### config.mk
export PLATFORM = sky130hd
export DESIGN_NAME = pcsm_top
export DESIGN_NICKNAME = d
export VERILOG_FILES = /design/src/hw/pcsm_pkg.sv /design/src/hw/pcsm_cam_check.sv /design/src/hw/pcsm_debounce.sv /design/src/hw/pcsm_top.sv
export SDC_FILE = /design/constraint.sdc
export NUM_CORES = 1
export LEC_CHECK = 0
export ABC_AREA = 1
export BUFFER_PORTS_ARGS = -buffer_cell sky130_fd_sc_hd__buf_2
export CORE_AREA = 10 10 303 305
export DETAILED_ROUTE_END_ITERATION = 7
export DIE_AREA = 0 0 313 315
export GPL_TIMING_DRIVEN = 0
export SLEW_MARGIN = 20
export SYNTH_ARGS = -nofsm -noshare
export SYNTH_HDL_FRONTEND = slang
export SYNTH_SLANG_ARGS = --single-unit
### constraint.sdc
create_clock -name clock_i -period 2.8 [get_ports clock_i]
set_clock_uncertainty 0.1 [all_clocks]
set_input_delay 0.56 -clock clock_i [delete_from_list [all_inputs] [get_ports clock_i]]
set_output_delay 0.56 -clock clock_i [all_outputs]
set_load 0.01 [all_outputs]
### src/hw/pcsm_pkg.sv
// constants, types and decode helpers for the press cam sequence monitor
package pcsm_pkg;

	// ****************************************************************
	// timing
	// ****************************************************************
	localparam int CLK_HZ = 100_000_000;
	localparam int CYC_PER_MS = CLK_HZ / 1000;
	localparam int DEBOUNCE_MS = 5;
	localparam int ARM_TIMEOUT_MS = 5000;
	localparam int MOTION_GRACE_MS = 100;
	localparam int DEBOUNCE_CYC = CYC_PER_MS * DEBOUNCE_MS;
	localparam int ARM_TIMEOUT_CYC = CYC_PER_MS * ARM_TIMEOUT_MS;
	localparam int MOTION_GRACE_CYC = CYC_PER_MS * MOTION_GRACE_MS;

	// ****************************************************************
	// input vector layout (cam bits: upstroke, brake, top)
	// ****************************************************************
	localparam int CAM_UP = 0;
	localparam int CAM_BRK = 1;
	localparam int CAM_TOP = 2;
	localparam int IN_CAM_A = 0;
	localparam int IN_CAM_B = 3;
	localparam int IN_RUN_L = 6;
	localparam int IN_RUN_R = 7;
	localparam int IN_STOP_TOP = 8;
	localparam int IN_ARM = 9;
	localparam int IN_MODE_INCH = 10;
	localparam int IN_MODE_SINGLE = 11;
	localparam int IN_MODE_CONT = 12;
	localparam int IN_AIR_A = 13;
	localparam int IN_AIR_B = 14;
	localparam int IN_MOTOR_A = 15;
	localparam int IN_MOTOR_B = 16;
	localparam int IN_MOTION = 17;
	localparam int NUM_IN = 18;

	// ****************************************************************
	// latched fault bits and their message codes
	// ****************************************************************
	localparam int FLT_ILLEGAL = 0;
	localparam int FLT_FROM_TOP = 1;
	localparam int FLT_FROM_DOWN = 2;
	localparam int FLT_FROM_UP = 3;
	localparam int FLT_FWD_ANY = 4;
	localparam int FLT_UPCAM = 5;
	localparam int FLT_MIS_BRK = 6;
	localparam int FLT_MIS_TOP = 7;
	localparam int FLT_MIS_UP = 8;
	localparam int FLT_MIS_ANY = 9;
	localparam int FLT_BRAKE_MON = 10;
	localparam int NUM_FAULTS = 11;
	localparam logic [7:0] FAULT_CODE [NUM_FAULTS] = '{
		8'h1A, 8'h1B, 8'h1C, 8'h1D, 8'h21, 8'h22,
		8'h29, 8'h2A, 8'h2B, 8'h2C, 8'h2E};

	// ****************************************************************
	// register map
	// ****************************************************************
	localparam logic [7:0] REG_CTRL = 8'h00;
	localparam logic [7:0] REG_FAULT = 8'h04;
	localparam logic [7:0] REG_STATUS = 8'h08;
	localparam int CTRL_FAULT_RESET = 0;
	localparam int CTRL_RUN_ENABLE = 1;
	localparam logic CTRL_RUN_ENABLE_RST = 1'h0;
	localparam int FAULT_CODE_LSB = 16;
	localparam int STAT_ZONE_LSB = 0;
	localparam int STAT_STATE_LSB = 4;
	localparam int STAT_INTERLOCK = 8;
	localparam int STAT_MOTION_TRIP = 9;
	localparam int STAT_ARM_TIMEOUT = 10;
	localparam int STAT_STOP_REQ = 11;
	localparam int STAT_VALVE = 12;

	// ****************************************************************
	// types
	// ****************************************************************
	typedef enum logic [1:0] {PCSM_ZONE_TOP, PCSM_ZONE_DOWN, PCSM_ZONE_UP,
		PCSM_ZONE_BAD} pcsm_zone_t;
	typedef enum logic [2:0] {PCSM_IDLE, PCSM_INCH, PCSM_SS_HOLD,
		PCSM_SS_FINISH, PCSM_ARMED, PCSM_CONT_HOLD,
		PCSM_CONT_RUN} pcsm_state_t;

	// top alone, brake alone, or neither (upstroke cam may pulse)
	function automatic pcsm_zone_t pcsm_zone_decode(input logic [2:0] cam);
		pcsm_zone_t z;
		z = PCSM_ZONE_BAD;
		if (cam == 3'h4) begin
			z = PCSM_ZONE_TOP;
		end else if (cam == 3'h2) begin
			z = PCSM_ZONE_DOWN;
		end else if (cam[CAM_TOP:CAM_BRK] == 2'h0) begin
			z = PCSM_ZONE_UP;
		end
		return z;
	endfunction

endpackage

### src/hw/pcsm_cam_check.sv
// cam zone tracking, forward sequence, upstroke pulse and mismatch checks
`timescale 1ns/10ps
`default_nettype none
module pcsm_cam_check
	import pcsm_pkg::*;
(
	input wire logic clock_i,
	input wire logic rst_i,
	input wire logic [2:0] cam_a_i,
	input wire logic [2:0] cam_b_i,
	output pcsm_zone_t zone_o,
	output logic illegal_o,
	output logic from_top_o,
	output logic from_down_o,
	output logic from_up_o,
	output logic upcam_miss_o,
	output logic [2:0] mismatch_o
);
	pcsm_zone_t zone_now;
	pcsm_zone_t zone_reg;
	logic change;
	logic up_on_reg;
	logic up_cycled_reg;

	// zone from cam reading A; the last valid zone is held across bad codes
	assign zone_now = pcsm_zone_decode(cam_a_i);
	assign illegal_o = (zone_now == PCSM_ZONE_BAD);
	assign change = !illegal_o && (zone_now != zone_reg);
	assign zone_o = zone_reg;

	// each zone may only be followed by the next one in order
	assign from_top_o = change && zone_reg == PCSM_ZONE_TOP
		&& zone_now != PCSM_ZONE_DOWN;
	assign from_down_o = change && zone_reg == PCSM_ZONE_DOWN
		&& zone_now != PCSM_ZONE_UP;
	assign from_up_o = change && zone_reg == PCSM_ZONE_UP
		&& zone_now != PCSM_ZONE_TOP;
	assign upcam_miss_o = change && zone_reg == PCSM_ZONE_UP
		&& !up_cycled_reg;

	// redundant readings must agree bit for bit
	assign mismatch_o = cam_a_i ^ cam_b_i;

	// press assumed parked at top after reset
	always_ff @(posedge clock_i) begin
		if (rst_i) begin
			zone_reg <= PCSM_ZONE_TOP;
		end else if (change) begin
			zone_reg <= zone_now;
		end
	end

	// upstroke cam must go on and then off inside the upstroke zone
	always_ff @(posedge clock_i) begin
		if (rst_i) begin
			up_on_reg <= 1'h0;
			up_cycled_reg <= 1'h0;
		end else if (zone_reg != PCSM_ZONE_UP) begin
			up_on_reg <= 1'h0;
			up_cycled_reg <= 1'h0;
		end else if (cam_a_i[CAM_UP]) begin
			up_on_reg <= 1'h1;
		end else if (up_on_reg) begin
			up_cycled_reg <= 1'h1;
		end
	end
endmodule
`default_nettype wire

### src/hw/pcsm_debounce.sv
// two-flop synchroniser and stability filter for a vector of switch pins
`timescale 1ns/10ps
`default_nettype none
module pcsm_debounce #(
	parameter int WIDTH = 1,
	parameter int STABLE_CYC = 500000
) (
	input wire logic clock_i,
	input wire logic rst_i,
	input wire logic [WIDTH-1:0] pin_i,
	output logic [WIDTH-1:0] level_o
);
	localparam int CW = $clog2(STABLE_CYC + 1);
	localparam logic [CW-1:0] LAST = CW'(STABLE_CYC - 1);

	logic [WIDTH-1:0] sync1_reg;
	logic [WIDTH-1:0] sync2_reg;

	// first flop feeds only the second flop; runs through reset so the
	// filter starts at the real pin level and no false edge follows
	always_ff @(posedge clock_i) begin
		sync1_reg <= pin_i;
		sync2_reg <= sync1_reg;
	end

	genvar g;
	generate
		for (g = 0; g < WIDTH; g++) begin : g_bit
			logic [CW-1:0] cnt_reg;
			logic out_reg;
			// accept a new level only once it has held steady
			always_ff @(posedge clock_i) begin
				if (rst_i) begin
					cnt_reg <= '0;
					out_reg <= sync2_reg[g];
				end else if (sync2_reg[g] == out_reg) begin
					cnt_reg <= '0;
				end else if (cnt_reg == LAST) begin
					cnt_reg <= '0;
					out_reg <= sync2_reg[g];
				end else begin
					cnt_reg <= cnt_reg + 1'b1;
				end
			end
			assign level_o[g] = out_reg;
		end
	endgenerate
endmodule
`default_nettype wire

### src/hw/pcsm_top.sv
// press cam sequence monitor: faults, run modes and register slave
`timescale 1ns/10ps
`default_nettype none
module pcsm_top
	import pcsm_pkg::*;
#(
	parameter int DEBOUNCE_CYCLES = DEBOUNCE_CYC,
	parameter int ARM_CYCLES = ARM_TIMEOUT_CYC,
	parameter int GRACE_CYCLES = MOTION_GRACE_CYC
) (
	input wire logic clock_i,
	input wire logic rst_i,
	// field switches, two readings per cam
	input wire logic upstroke_cam_switch_a_i,
	input wire logic brake_cam_switch_a_i,
	input wire logic top_cam_switch_a_i,
	input wire logic upstroke_cam_switch_b_i,
	input wire logic brake_cam_switch_b_i,
	input wire logic top_cam_switch_b_i,
	input wire logic run_left_i,
	input wire logic run_right_i,
	input wire logic stop_on_top_i,
	input wire logic arm_continuous_i,
	input wire logic mode_inch_i,
	input wire logic mode_single_i,
	input wire logic mode_continuous_i,
	input wire logic air_ok_a_i,
	input wire logic air_ok_b_i,
	input wire logic motor_fwd_a_i,
	input wire logic motor_fwd_b_i,
	input wire logic motion_i,
	// press outputs
	output logic press_valve_o,
	output logic fault_active_o,
	output logic [7:0] fault_code_o,
	// AHB-Lite slave
	input wire logic hsel_i,
	input wire logic [31:0] haddr_i,
	input wire logic [1:0] htrans_i,
	input wire logic hwrite_i,
	input wire logic [2:0] hsize_i,
	input wire logic [31:0] hwdata_i,
	input wire logic hready_i,
	output logic [31:0] hrdata_o,
	output logic hreadyout_o,
	output logic hresp_o
);
	localparam logic [31:0] ARM_LAST = 32'(ARM_CYCLES - 1);
	localparam logic [31:0] GRACE_LAST = 32'(GRACE_CYCLES - 1);

	logic [NUM_IN-1:0] pins;
	logic [NUM_IN-1:0] in;
	pcsm_zone_t zone;
	logic ev_illegal;
	logic ev_from_top;
	logic ev_from_down;
	logic ev_from_up;
	logic ev_upcam;
	logic [2:0] mismatch;
	logic [NUM_FAULTS-1:0] fault_reg;
	logic [NUM_FAULTS-1:0] fault_set;
	logic fault_clear;
	logic fault_any;
	pcsm_state_t state_reg;
	logic run_both;
	logic m_inch;
	logic m_single;
	logic m_cont;
	logic mode_off;
	logic interlock_ok;
	logic start_ok;
	logic run_active;
	logic at_top_stop;
	logic left_top_reg;
	logic need_release_reg;
	logic stop_req_reg;
	logic brake_watch_reg;
	logic arm_prev_reg;
	logic arm_edge;
	logic [31:0] arm_cnt_reg;
	logic arm_timeout_reg;
	logic [31:0] grace_cnt_reg;
	logic motion_trip;
	logic motion_trip_reg;
	logic halt;
	logic run_enable_reg;
	logic fault_reset_reg;
	logic [7:0] fault_code_reg;
	logic wr_pend_reg;
	logic [7:0] wr_addr_reg;
	logic [31:0] hrdata_reg;
	logic bus_take;

	// ****************************************************************
	// input conditioning
	// ****************************************************************
	assign pins = {motion_i, motor_fwd_b_i, motor_fwd_a_i, air_ok_b_i,
		air_ok_a_i, mode_continuous_i, mode_single_i, mode_inch_i,
		arm_continuous_i, stop_on_top_i, run_right_i, run_left_i,
		top_cam_switch_b_i, brake_cam_switch_b_i, upstroke_cam_switch_b_i,
		top_cam_switch_a_i, brake_cam_switch_a_i, upstroke_cam_switch_a_i};

	pcsm_debounce #(
		.WIDTH(NUM_IN),
		.STABLE_CYC(DEBOUNCE_CYCLES)
	) u_debounce (
		.clock_i(clock_i),
		.rst_i(rst_i),
		.pin_i(pins),
		.level_o(in)
	);

	pcsm_cam_check u_cam (
		.clock_i(clock_i),
		.rst_i(rst_i),
		.cam_a_i(in[IN_CAM_A +: 3]),
		.cam_b_i(in[IN_CAM_B +: 3]),
		.zone_o(zone),
		.illegal_o(ev_illegal),
		.from_top_o(ev_from_top),
		.from_down_o(ev_from_down),
		.from_up_o(ev_from_up),
		.upcam_miss_o(ev_upcam),
		.mismatch_o(mismatch)
	);

	// ****************************************************************
	// fault latch
	// ****************************************************************
	// combined bits follow their groups, set or latched
	always_comb begin
		fault_set = '0;
		fault_set[FLT_ILLEGAL] = ev_illegal;
		fault_set[FLT_FROM_TOP] = ev_from_top;
		fault_set[FLT_FROM_DOWN] = ev_from_down;
		fault_set[FLT_FROM_UP] = ev_from_up;
		fault_set[FLT_FWD_ANY] = ev_from_top | ev_from_down | ev_from_up
			| (!fault_clear
			&& (|fault_reg[FLT_FROM_UP:FLT_FROM_TOP]));
		fault_set[FLT_UPCAM] = ev_upcam;
		fault_set[FLT_MIS_BRK] = mismatch[CAM_BRK];
		fault_set[FLT_MIS_TOP] = mismatch[CAM_TOP];
		fault_set[FLT_MIS_UP] = mismatch[CAM_UP];
		fault_set[FLT_MIS_ANY] = (|mismatch)
			| (!fault_clear
			&& (|fault_reg[FLT_MIS_UP:FLT_MIS_BRK]));
		fault_set[FLT_BRAKE_MON] = brake_watch_reg
			&& zone == PCSM_ZONE_DOWN;
	end

	// a fault arriving in the clearing cycle still latches
	assign fault_clear = fault_reset_reg | mode_off;
	always_ff @(posedge clock_i) begin
		if (rst_i) begin
			fault_reg <= '0;
		end else begin
			fault_reg <= (fault_reg & ~{NUM_FAULTS{fault_clear}})
				| fault_set;
		end
	end
	assign fault_any = |fault_reg;

	// lowest numbered active fault is the one shown
	function automatic logic [7:0] first_code(
		input logic [NUM_FAULTS-1:0] f);
		logic [7:0] c;
		c = 8'h00;
		for (int i = NUM_FAULTS - 1; i >= 0; i--) begin
			if (f[i]) begin
				c = FAULT_CODE[i];
			end
		end
		return c;
	endfunction

	always_ff @(posedge clock_i) begin
		if (rst_i) begin
			fault_code_reg <= 8'h00;
		end else begin
			fault_code_reg <= first_code(fault_reg);
		end
	end
	assign fault_code_o = fault_code_reg;
	assign fault_active_o = fault_any;

	// ****************************************************************
	// mode and interlock decode
	// ****************************************************************
	// two or more positions at once count as no valid mode
	assign m_inch = in[IN_MODE_INCH] & !in[IN_MODE_SINGLE]
		& !in[IN_MODE_CONT];
	assign m_single = in[IN_MODE_SINGLE] & !in[IN_MODE_INCH]
		& !in[IN_MODE_CONT];
	assign m_cont = in[IN_MODE_CONT] & !in[IN_MODE_INCH]
		& !in[IN_MODE_SINGLE];
	assign mode_off = !(in[IN_MODE_INCH] | in[IN_MODE_SINGLE]
		| in[IN_MODE_CONT]);
	assign run_both = in[IN_RUN_L] & in[IN_RUN_R];
	assign interlock_ok = in[IN_AIR_A] & in[IN_AIR_B]
		& in[IN_MOTOR_A] & in[IN_MOTOR_B]
		& run_enable_reg;
	// a fresh two-hand press is needed after every halt
	assign start_ok = run_both & !need_release_reg & interlock_ok
		& !fault_any;
	assign arm_edge = in[IN_ARM] & !arm_prev_reg;
	assign at_top_stop = (zone == PCSM_ZONE_TOP) && left_top_reg;
	assign run_active = state_reg == PCSM_INCH
		|| state_reg == PCSM_SS_HOLD || state_reg == PCSM_SS_FINISH
		|| state_reg == PCSM_CONT_HOLD || state_reg == PCSM_CONT_RUN;
	assign motion_trip = run_active && grace_cnt_reg == GRACE_LAST
		&& !in[IN_MOTION];
	assign halt = fault_any | motion_trip;
	assign press_valve_o = run_active && !halt;

	// ****************************************************************
	// run state machine
	// ****************************************************************
	always_ff @(posedge clock_i) begin
		if (rst_i) begin
			state_reg <= PCSM_IDLE;
		end else if (halt) begin
			state_reg <= PCSM_IDLE;
		end else begin
			unique case (state_reg)
				PCSM_IDLE: begin
					if (m_inch && start_ok) begin
						state_reg <= PCSM_INCH;
					end else if (m_single && start_ok) begin
						state_reg <= PCSM_SS_HOLD;
					end else if (m_cont && arm_edge && interlock_ok) begin
						state_reg <= PCSM_ARMED;
					end
				end
				PCSM_INCH: begin
					if (!run_both || at_top_stop || !m_inch) begin
						state_reg <= PCSM_IDLE;
					end
				end
				PCSM_SS_HOLD: begin
					if (!run_both || !m_single) begin
						state_reg <= PCSM_IDLE;
					end else if (zone == PCSM_ZONE_UP) begin
						state_reg <= PCSM_SS_FINISH;
					end
				end
				PCSM_SS_FINISH: begin
					if (at_top_stop || !m_single) begin
						state_reg <= PCSM_IDLE;
					end
				end
				PCSM_ARMED: begin
					if (!m_cont || arm_cnt_reg == ARM_LAST) begin
						state_reg <= PCSM_IDLE;
					end else if (start_ok) begin
						state_reg <= PCSM_CONT_HOLD;
					end
				end
				PCSM_CONT_HOLD: begin
					if (!run_both || !m_cont) begin
						state_reg <= PCSM_IDLE;
					end else if (zone == PCSM_ZONE_UP) begin
						state_reg <= PCSM_CONT_RUN;
					end
				end
				PCSM_CONT_RUN: begin
					if (!m_cont || (stop_req_reg && at_top_stop)) begin
						state_reg <= PCSM_IDLE;
					end
				end
			endcase
		end
	end

	// stroke bookkeeping: has the slide left top since the stroke began
	always_ff @(posedge clock_i) begin
		if (rst_i) begin
			left_top_reg <= 1'h0;
		end else if (!run_active) begin
			left_top_reg <= 1'h0;
		end else if (zone != PCSM_ZONE_TOP) begin
			left_top_reg <= 1'h1;
		end else if (state_reg == PCSM_CONT_RUN) begin
			left_top_reg <= 1'h0;
		end
	end

	// buttons must be let go before another start
	always_ff @(posedge clock_i) begin
		if (rst_i) begin
			need_release_reg <= 1'h1;
		end else if (run_active) begin
			need_release_reg <= 1'h1;
		end else if (!in[IN_RUN_L] && !in[IN_RUN_R]) begin
			need_release_reg <= 1'h0;
		end
	end

	// stop-on-top request held until the cycle ends
	always_ff @(posedge clock_i) begin
		if (rst_i) begin
			stop_req_reg <= 1'h0;
		end else if (!run_active) begin
			stop_req_reg <= 1'h0;
		end else if (m_cont && in[IN_STOP_TOP]) begin
			stop_req_reg <= 1'h1;
		end
	end

	// after a stop at top, watch for overtravel until motion ceases
	always_ff @(posedge clock_i) begin
		if (rst_i) begin
			brake_watch_reg <= 1'h0;
		end else if (run_active && at_top_stop) begin
			brake_watch_reg <= 1'h1;
		end else if (run_active || !in[IN_MOTION]) begin
			brake_watch_reg <= 1'h0;
		end
	end

	// ****************************************************************
	// timers
	// ****************************************************************
	// arm window runs only while armed
	always_ff @(posedge clock_i) begin
		if (rst_i) begin
			arm_prev_reg <= 1'h0;
			arm_cnt_reg <= '0;
			arm_timeout_reg <= 1'h0;
		end else begin
			arm_prev_reg <= in[IN_ARM];
			if (state_reg != PCSM_ARMED) begin
				arm_cnt_reg <= '0;
			end else begin
				arm_cnt_reg <= arm_cnt_reg + 32'h1;
			end
			if (state_reg == PCSM_ARMED && arm_cnt_reg == ARM_LAST) begin
				arm_timeout_reg <= 1'h1;
			end else if (run_active) begin
				arm_timeout_reg <= 1'h0;
			end
		end
	end

	// motion must appear within the grace time, well before bottom
	always_ff @(posedge clock_i) begin
		if (rst_i) begin
			grace_cnt_reg <= '0;
			motion_trip_reg <= 1'h0;
		end else begin
			if (!run_active) begin
				grace_cnt_reg <= '0;
			end else if (grace_cnt_reg != GRACE_LAST) begin
				grace_cnt_reg <= grace_cnt_reg + 32'h1;
			end
			if (motion_trip) begin
				motion_trip_reg <= 1'h1;
			end else if (run_active) begin
				motion_trip_reg <= 1'h0;
			end
		end
	end

	// ****************************************************************
	// AHB-Lite slave, zero wait states, always OKAY
	// ****************************************************************
	assign hreadyout_o = 1'h1;
	assign hresp_o = 1'h0;
	assign hrdata_o = hrdata_reg;
	assign bus_take = hsel_i && htrans_i[1] && hready_i;

	// read data is captured in the address phase so it stands in the data
	always_ff @(posedge clock_i) begin
		if (rst_i) begin
			hrdata_reg <= 32'h0000_0000;
		end else if (bus_take && !hwrite_i) begin
			hrdata_reg <= 32'h0000_0000;
			unique case (haddr_i[7:0])
				REG_CTRL: begin
					hrdata_reg[CTRL_RUN_ENABLE] <= run_enable_reg;
				end
				REG_FAULT: begin
					hrdata_reg[NUM_FAULTS-1:0] <= fault_reg;
					hrdata_reg[FAULT_CODE_LSB +: 8] <= fault_code_reg;
				end
				REG_STATUS: begin
					hrdata_reg[STAT_ZONE_LSB +: 2] <= zone;
					hrdata_reg[STAT_STATE_LSB +: 3] <= state_reg;
					hrdata_reg[STAT_INTERLOCK] <= interlock_ok;
					hrdata_reg[STAT_MOTION_TRIP] <= motion_trip_reg;
					hrdata_reg[STAT_ARM_TIMEOUT] <= arm_timeout_reg;
					hrdata_reg[STAT_STOP_REQ] <= stop_req_reg;
					hrdata_reg[STAT_VALVE] <= press_valve_o;
				end
				default: begin
					hrdata_reg <= 32'h0000_0000;
				end
			endcase
		end
	end

	// writes land in the data phase; fault reset is a one-cycle pulse
	always_ff @(posedge clock_i) begin
		if (rst_i) begin
			wr_pend_reg <= 1'h0;
			wr_addr_reg <= 8'h00;
			run_enable_reg <= CTRL_RUN_ENABLE_RST;
			fault_reset_reg <= 1'h0;
		end else begin
			wr_pend_reg <= bus_take && hwrite_i;
			wr_addr_reg <= haddr_i[7:0];
			fault_reset_reg <= 1'h0;
			if (wr_pend_reg && wr_addr_reg == REG_CTRL) begin
				run_enable_reg <= hwdata_i[CTRL_RUN_ENABLE];
				fault_reset_reg <= hwdata_i[CTRL_FAULT_RESET];
			end
		end
	end
endmodule
`default_nettype wire

Word level (Yosys, flattened, before mapping)
Cells that the tools add are included.

Register bits after elaboration: 525. ROM bits: 0. Bits in latches: 0. Logic and storage cells: 431. Memories kept: 0. Bits in writable memories: 0.

Order comparisons: 0. Reduce and logical (&&, ||, !) cells: 141. Multiplexer cells: 96. $mul: 0. Add/subtract/negate cells: 20. Div/mod/pow operators: 0. Shift operators: 0. Equality and inequality tests: 82. Bitwise gates (word level): 30.

Operators with widths (count): $add A19 B1 Y19 const B (18); $eq A19 B19 Y1 const B (18); $reduce_or A3 Y1 (22); $add A32 B1 Y32 const B (2); $mux W1 (63); $reduce_bool A2 Y1 (24); $mux W6 (7); $ne A2 B2 Y1 const B (21); $reduce_and A2 Y1 (19); $mux W3 (12); $eq A32 B24 Y1 const B (1); $eq A32 B29 Y1 const B (1); $ne A32 B24 Y1 const B (1); $logic_and A1 B1 Y1 (29); $reduce_or A11 Y1 (2); $pmux W3 S7 (1); $mux W5 (4); $logic_not A1 Y1 (19); $eq A1 B1 Y1 (18); $logic_not A8 Y1 (2); $and A1 B1 Y1 (15); $reduce_or A2 Y1 (7); $eq A3 B3 Y1 const B (4); $logic_or A1 B1 Y1 (12); other kinds (26) (47).

Longest topological paths before layout
Depth in word-level cells: 13. Mapped depth: 13. Gate-level depth less buffers: 13.

Hierarchy
A second synthesis with hierarchy kept.

Cells, all modules: 3633. Area, all modules: 25793.5 um2.

By module, submodules not included: pcsm_debounce (cells each 2723, times used 1, seq. area each 8107.8 um2, area an instance 19412.4 um2); pcsm_top (cells each 874, times used 1, seq. area each 2422.3 um2, area an instance 6134.6 um2); pcsm_cam_check (cells each 36, times used 1, seq. area each 80.1 um2, area an instance 246.5 um2).

Worst setup path before layout
Ideal clock, no wire load.

Path kind: reg2out. From: reg grace_cnt_reg[0]. To: out press_valve_o. Arrival: 1.250 ns. Stages on the path, launching flop included: 9. Setup slack: 0.890 ns. Path buffers: 0. Data required time: 2.140 ns. Cells stage by stage: dfxtp_1 -> ha_1 -> nand3_2 -> nor2_2 -> nand3_1 -> nor2_2 -> nand3_2 -> nand2_1 -> nor2_2.

Cells in the longest elaborated chain, start to end: 6.

Ends and longest elaborated chain: from (decl) (RTL line pcsm_top.sv:82) `logic [31:0] grace_cnt_reg;`; from (signal assigned) (RTL line pcsm_top.sv:353) `grace_cnt_reg <= grace_cnt_reg + 32'h1;`; $eq A32 B24 Y1 (RTL line pcsm_top.sv:210) `assign motion_trip = run_active && grace_cnt_reg == GRACE_LAST`; $logic_and A1 B1 Y1 (RTL line pcsm_top.sv:210); $logic_and A1 B1 Y1 (RTL line pcsm_top.sv:211) `&& !in[IN_MOTION];`; $or A1 B1 Y1 (RTL line pcsm_top.sv:212) `assign halt = fault_any | motion_trip;`; $logic_not A1 Y1 (RTL line pcsm_top.sv:213) `assign press_valve_o = run_active && !halt;`; $logic_and A1 B1 Y1 (RTL line pcsm_top.sv:213); to (decl) (RTL line pcsm_top.sv:33) `output logic press_valve_o,`.

No other way between the ends.

Worst setup path after layout
Same ends and word-level chain as after synthesis.

==> summary.md <==
| Metric | Value |
|---|---|
| Outcome | `complete, no violations` |
| Synthesized flop and latch total | `521` |
| Hold EP | `run_enable_reg` |
| Critical path class | `reg -> out` |
| Global-route wire length before repair | `89200 µm` |
| Std-Cell Rows | `108` |
| Netlist Area Pre-Place | `~24000 µm²` |
| EDFF count, synth | `18` |
| Final worst path period share | `96.5%` |
| Critical R2R Launch | `u_debounce.g_bit[17].cnt_reg[0]` |
| Post-synthesis sequential area ratio | `44.7%` |
| Slew margin rel. | `44.4%` |
| Largest register FFs | `342` |
| GRT Util Overall | `10.6%` |
| Worst Path Arrival | `approximately 2.0 ns` |
| DP Cell Count | `4364` |
| Final Core Density | `between 30% and 40%` |
| Clk Latency, worst-skew pair | `0.65 ns` |
| TritonCTS clock tree | `done` |
| Effective utilization at floorplan | `27.6%` |
| CTS max path bufs | `3` |
| DR pass1 iterations | `5` |
| Hold WS | `0.0708 ns` |
| Root buffer cell | `clkbuf_16` |
| Area grow syn2layout | `17.3%` |
| Post-Syn Area per Cell | `7.57 µm²` |
| DIE WIDTH | `313 µm` |
| Filler Cell Count | `9204` |
| Static leakage | `9.99 nW` |
| CP Launch Type | `flip-flop` |
| Post-Route WL | `53700 µm` |
| Endpoints failing hold | `0` |
| Post-layout nets | `3403` |
| Initial DRC count | `952` |
| Hpwl dp | `39500 µm` |
| N_diodes | `0` |
| Main area contributors after synthesis | `dfxtp_1 (42%), nand2_1 (8.7%), nor2_1 (6.9%)` |
| Vias per cell | `4.42` |
| Post-DRT Antenna Nets | `0` |
| Initial antenna violation count | `0` |
| Die Y-Extent | `315 µm` |
| Max Cap Viol | `0` |
| Buffers on Ports | `59` |
| RSZ-0062 raised after global routing | `true` |
| Area of the multi-input gates | `11400 µm²` |
| Critical path capture point type | `primary output` |
| # IOs | `roughly 140` |
| Register area | `about 11000 µm²` |
| Post-synth top area share | `42.4%` |
| Vias | `just under 20000` |
| Crit-path max FO | `4` |
| GRT overflow | `0` |
| Sink Count | `521` |
| Ratio of cells with drive above 1 in the final layout | `12.5%` |
| H-tree levels | `2` |
| Core Box Area | `85900 µm²` |
| Residual DRC | `0` |
| Worst-margin pin slew | `approximately 0.83 ns` |
| Largest net degree at the start of global routing | `17` |
| Period minus WS final | `2.70 ns` |
| Routed len/inst | `roughly 12 µm` |
| TritonCTS Buffers | `57` |
| Reg2Reg Capture Point | `u_debounce.g_bit[17].cnt_reg[15]` |
| Fmax | `370 MHz` |
| Worst vdd ir | `around 0.47 mV` |
| Req. time, crit path | `2.14 ns` |
| Distinct cells, synth | `54` |
| Post-synth top flop | `dfxtp_1` |
| Die Area | `98600 µm²` |
| Setup violation total in the final timing report | `0` |
| Hold path depth | `3` |
| Post-synthesis cell count | `3135` |
| Cell taking the most area after synthesis | `dfxtp_1` |
| Register-to-Register Path Depth | `9` |
| FF-to-FF setup slack | `0.81 ns` |
| Tightest Hold Check Type | `in -> reg` |
| Number of global-route vias before repair | `18400` |
| Non-filler cells in the finished layout | `4493` |
| Clock slew at reported path FFs | `0.06 ns` |
| Ys async rst share | `0%` |
| Synth Warn # | `0` |
| GP Congestion | `0.835` |
| Hold Path Origin | `hwdata_i[1]` |
| Fin. max-slew vios | `0` |
| PD cells | `~580 nW/µm²` |
==> power breakdown <==
| part | internal, mW | switching (mW) | total [mW] | leakage [nW] |
|---|---|---|---|---|
| registers | 7.57 | 0.103 | 7.67 | 4.26 |
| logic | 0.182 | 0.346 | 0.528 | 4.74 |
| clock network | 4.73 | 3.18 | 7.91 | 0.993 |
==> critical path, stage by stage (launching register included) <==
cell	delay (ns)
dfxtp_4	0.36
ha_4	0.15
nand3_4	0.10
nor2_4	0.14
nand3_2	0.10
nor2_4	0.16
nand3_2	0.11
nand2_2	0.11
nor2_4	0.05
buf_6	0.12
==> cell usage after synthesis, types with 8 or more instances <==
master / count
a21oi_1: 171
a31oi_1: 28
and3_1: 10
buf_2: 29
buf_4: 20
dfxtp_1: 503
edfxtp_1: 18
ha_1: 20
inv_1: 385
inv_2: 17
nand2_1: 550
nand2_2: 20
nand3_1: 136
nand3_2: 16
nand4_1: 88
nand4_2: 8
nor2_1: 438
nor2_2: 55
nor2_4: 16
nor3_1: 193
nor3_2: 21
nor3b_1: 33
nor3b_2: 8
nor4_1: 40
o21a_1: 10
o21ai_0: 75
or2_0: 10
or2_2: 17
xnor2_1: 65
xor2_1: 74
==> cells in the final DEF (no fill, tap or decap), drive strengths merged <==
cell type	synthesis	routed
a21o	1	1
a41oi	2	2
inv	402	405
o21ai	82	82
ha	20	20
o22ai	1	1
buf	54	117
and2	1	1
nand4	96	96
conb	2	17
o21bai	6	6
nor3b	41	41
o31ai	1	1
a211oi	6	6
and3	10	10
o21a	10	10
nor4b	1	1
nor2	510	510
nor4	42	42
xnor2	65	65
clkinvlp	0	1
nand2	573	573
nand3b	7	7
xor2	74	74
clkinv	1	20
dlygate4sd3	0	18
nor3	220	220
a31o	2	2
or2	28	28
o211ai	1	1
dfxtp	503	503
a31oi	28	28
edfxtp	18	18
bufinv	0	7
a21oi	171	171
nand3	152	152
a21boi	1	1
clkbuf	3	80
==> layout make-up <==
type,count,area share [%]
Multi-Input combinational cell,2169,40.9
Buffer,57,1.21
Clock inverter,30,1.39
Inverter,403,5.44
Clock buffer,76,5.82
Sequential cell,521,38.2
Tap cell,1155,5.19
Timing Repair Buffer,82,1.87
==> worst max path at each step <==
stage,start,endpoint,cells after the start
final,grace_cnt_reg[0],press_valve_o,9
after global routing,grace_cnt_reg[0],press_valve_o,9
after CTS,state_reg[2],press_valve_o,9
after detailed placement,rst_i,u_debounce.g_bit[1].out_reg,5
after global placement,rst_i,u_debounce.g_bit[0].out_reg,5
after floorplan,grace_cnt_reg[0],press_valve_o,8
==> metal layers <==
| metal | up-vias | GRT usage (%) | wire length, µm |
|---|---|---|---|
| li1 | 10500 | - | - |
| met1 | 8926 | 14.3 | 26300 |
| met2 | 314 | 17.0 | 23500 |
| met3 | 83 | 2.10 | 2630 |
| met4 | 0 | 3.07 | 1310 |
| met5 | - | 0 | 0 |
==> repair_timing <==
| action | 4_1_cts | 5_1_grt |
|---|---|---|
| hold endpoints to repair | 18 | 0 |
| setup buffers | 1 | 4 |
| setup endpoints to repair | 1 | 1 |
| resized for setup | 10 | 14 |
| pin swaps | 2 | 5 |
| hold buffers | 18 | 0 |
==> kinds of logic after synthesis <==
kind of cell | synth area share [%]
AOI/OAI and AO/OA | 7.10
xor gates and xnor gates | 5.13
adders and majority gates | 1.05
buffers and inverters | 7.78
DFF | 44.7
other | 0.0317
and+or+nand+nor | 34.2
==> per-stage QoR <==
| step | setup slack, ns | total power, mW | instance area [µm²] | setup TNS [ns] |
|---|---|---|---|---|
| 5_1_grt | -0.0307 | 16.8 | 27800 | -0.0307 |
| 4_1_cts | 0.00120 | 16.4 | 27800 | 0 |
| 3_3_place_gp | 0.103 | 8.34 | 25500 | 0 |
| 6_report | 0.0983 | 16.1 | 27800 | 0 |
| 2_1_floorplan | 0.890 | 8.14 | 23800 | 0 |
| 3_5_place_dp | 0.0302 | 8.35 | 25500 | 0 |
No activity file was read; power rests on OpenSTA's default activity.
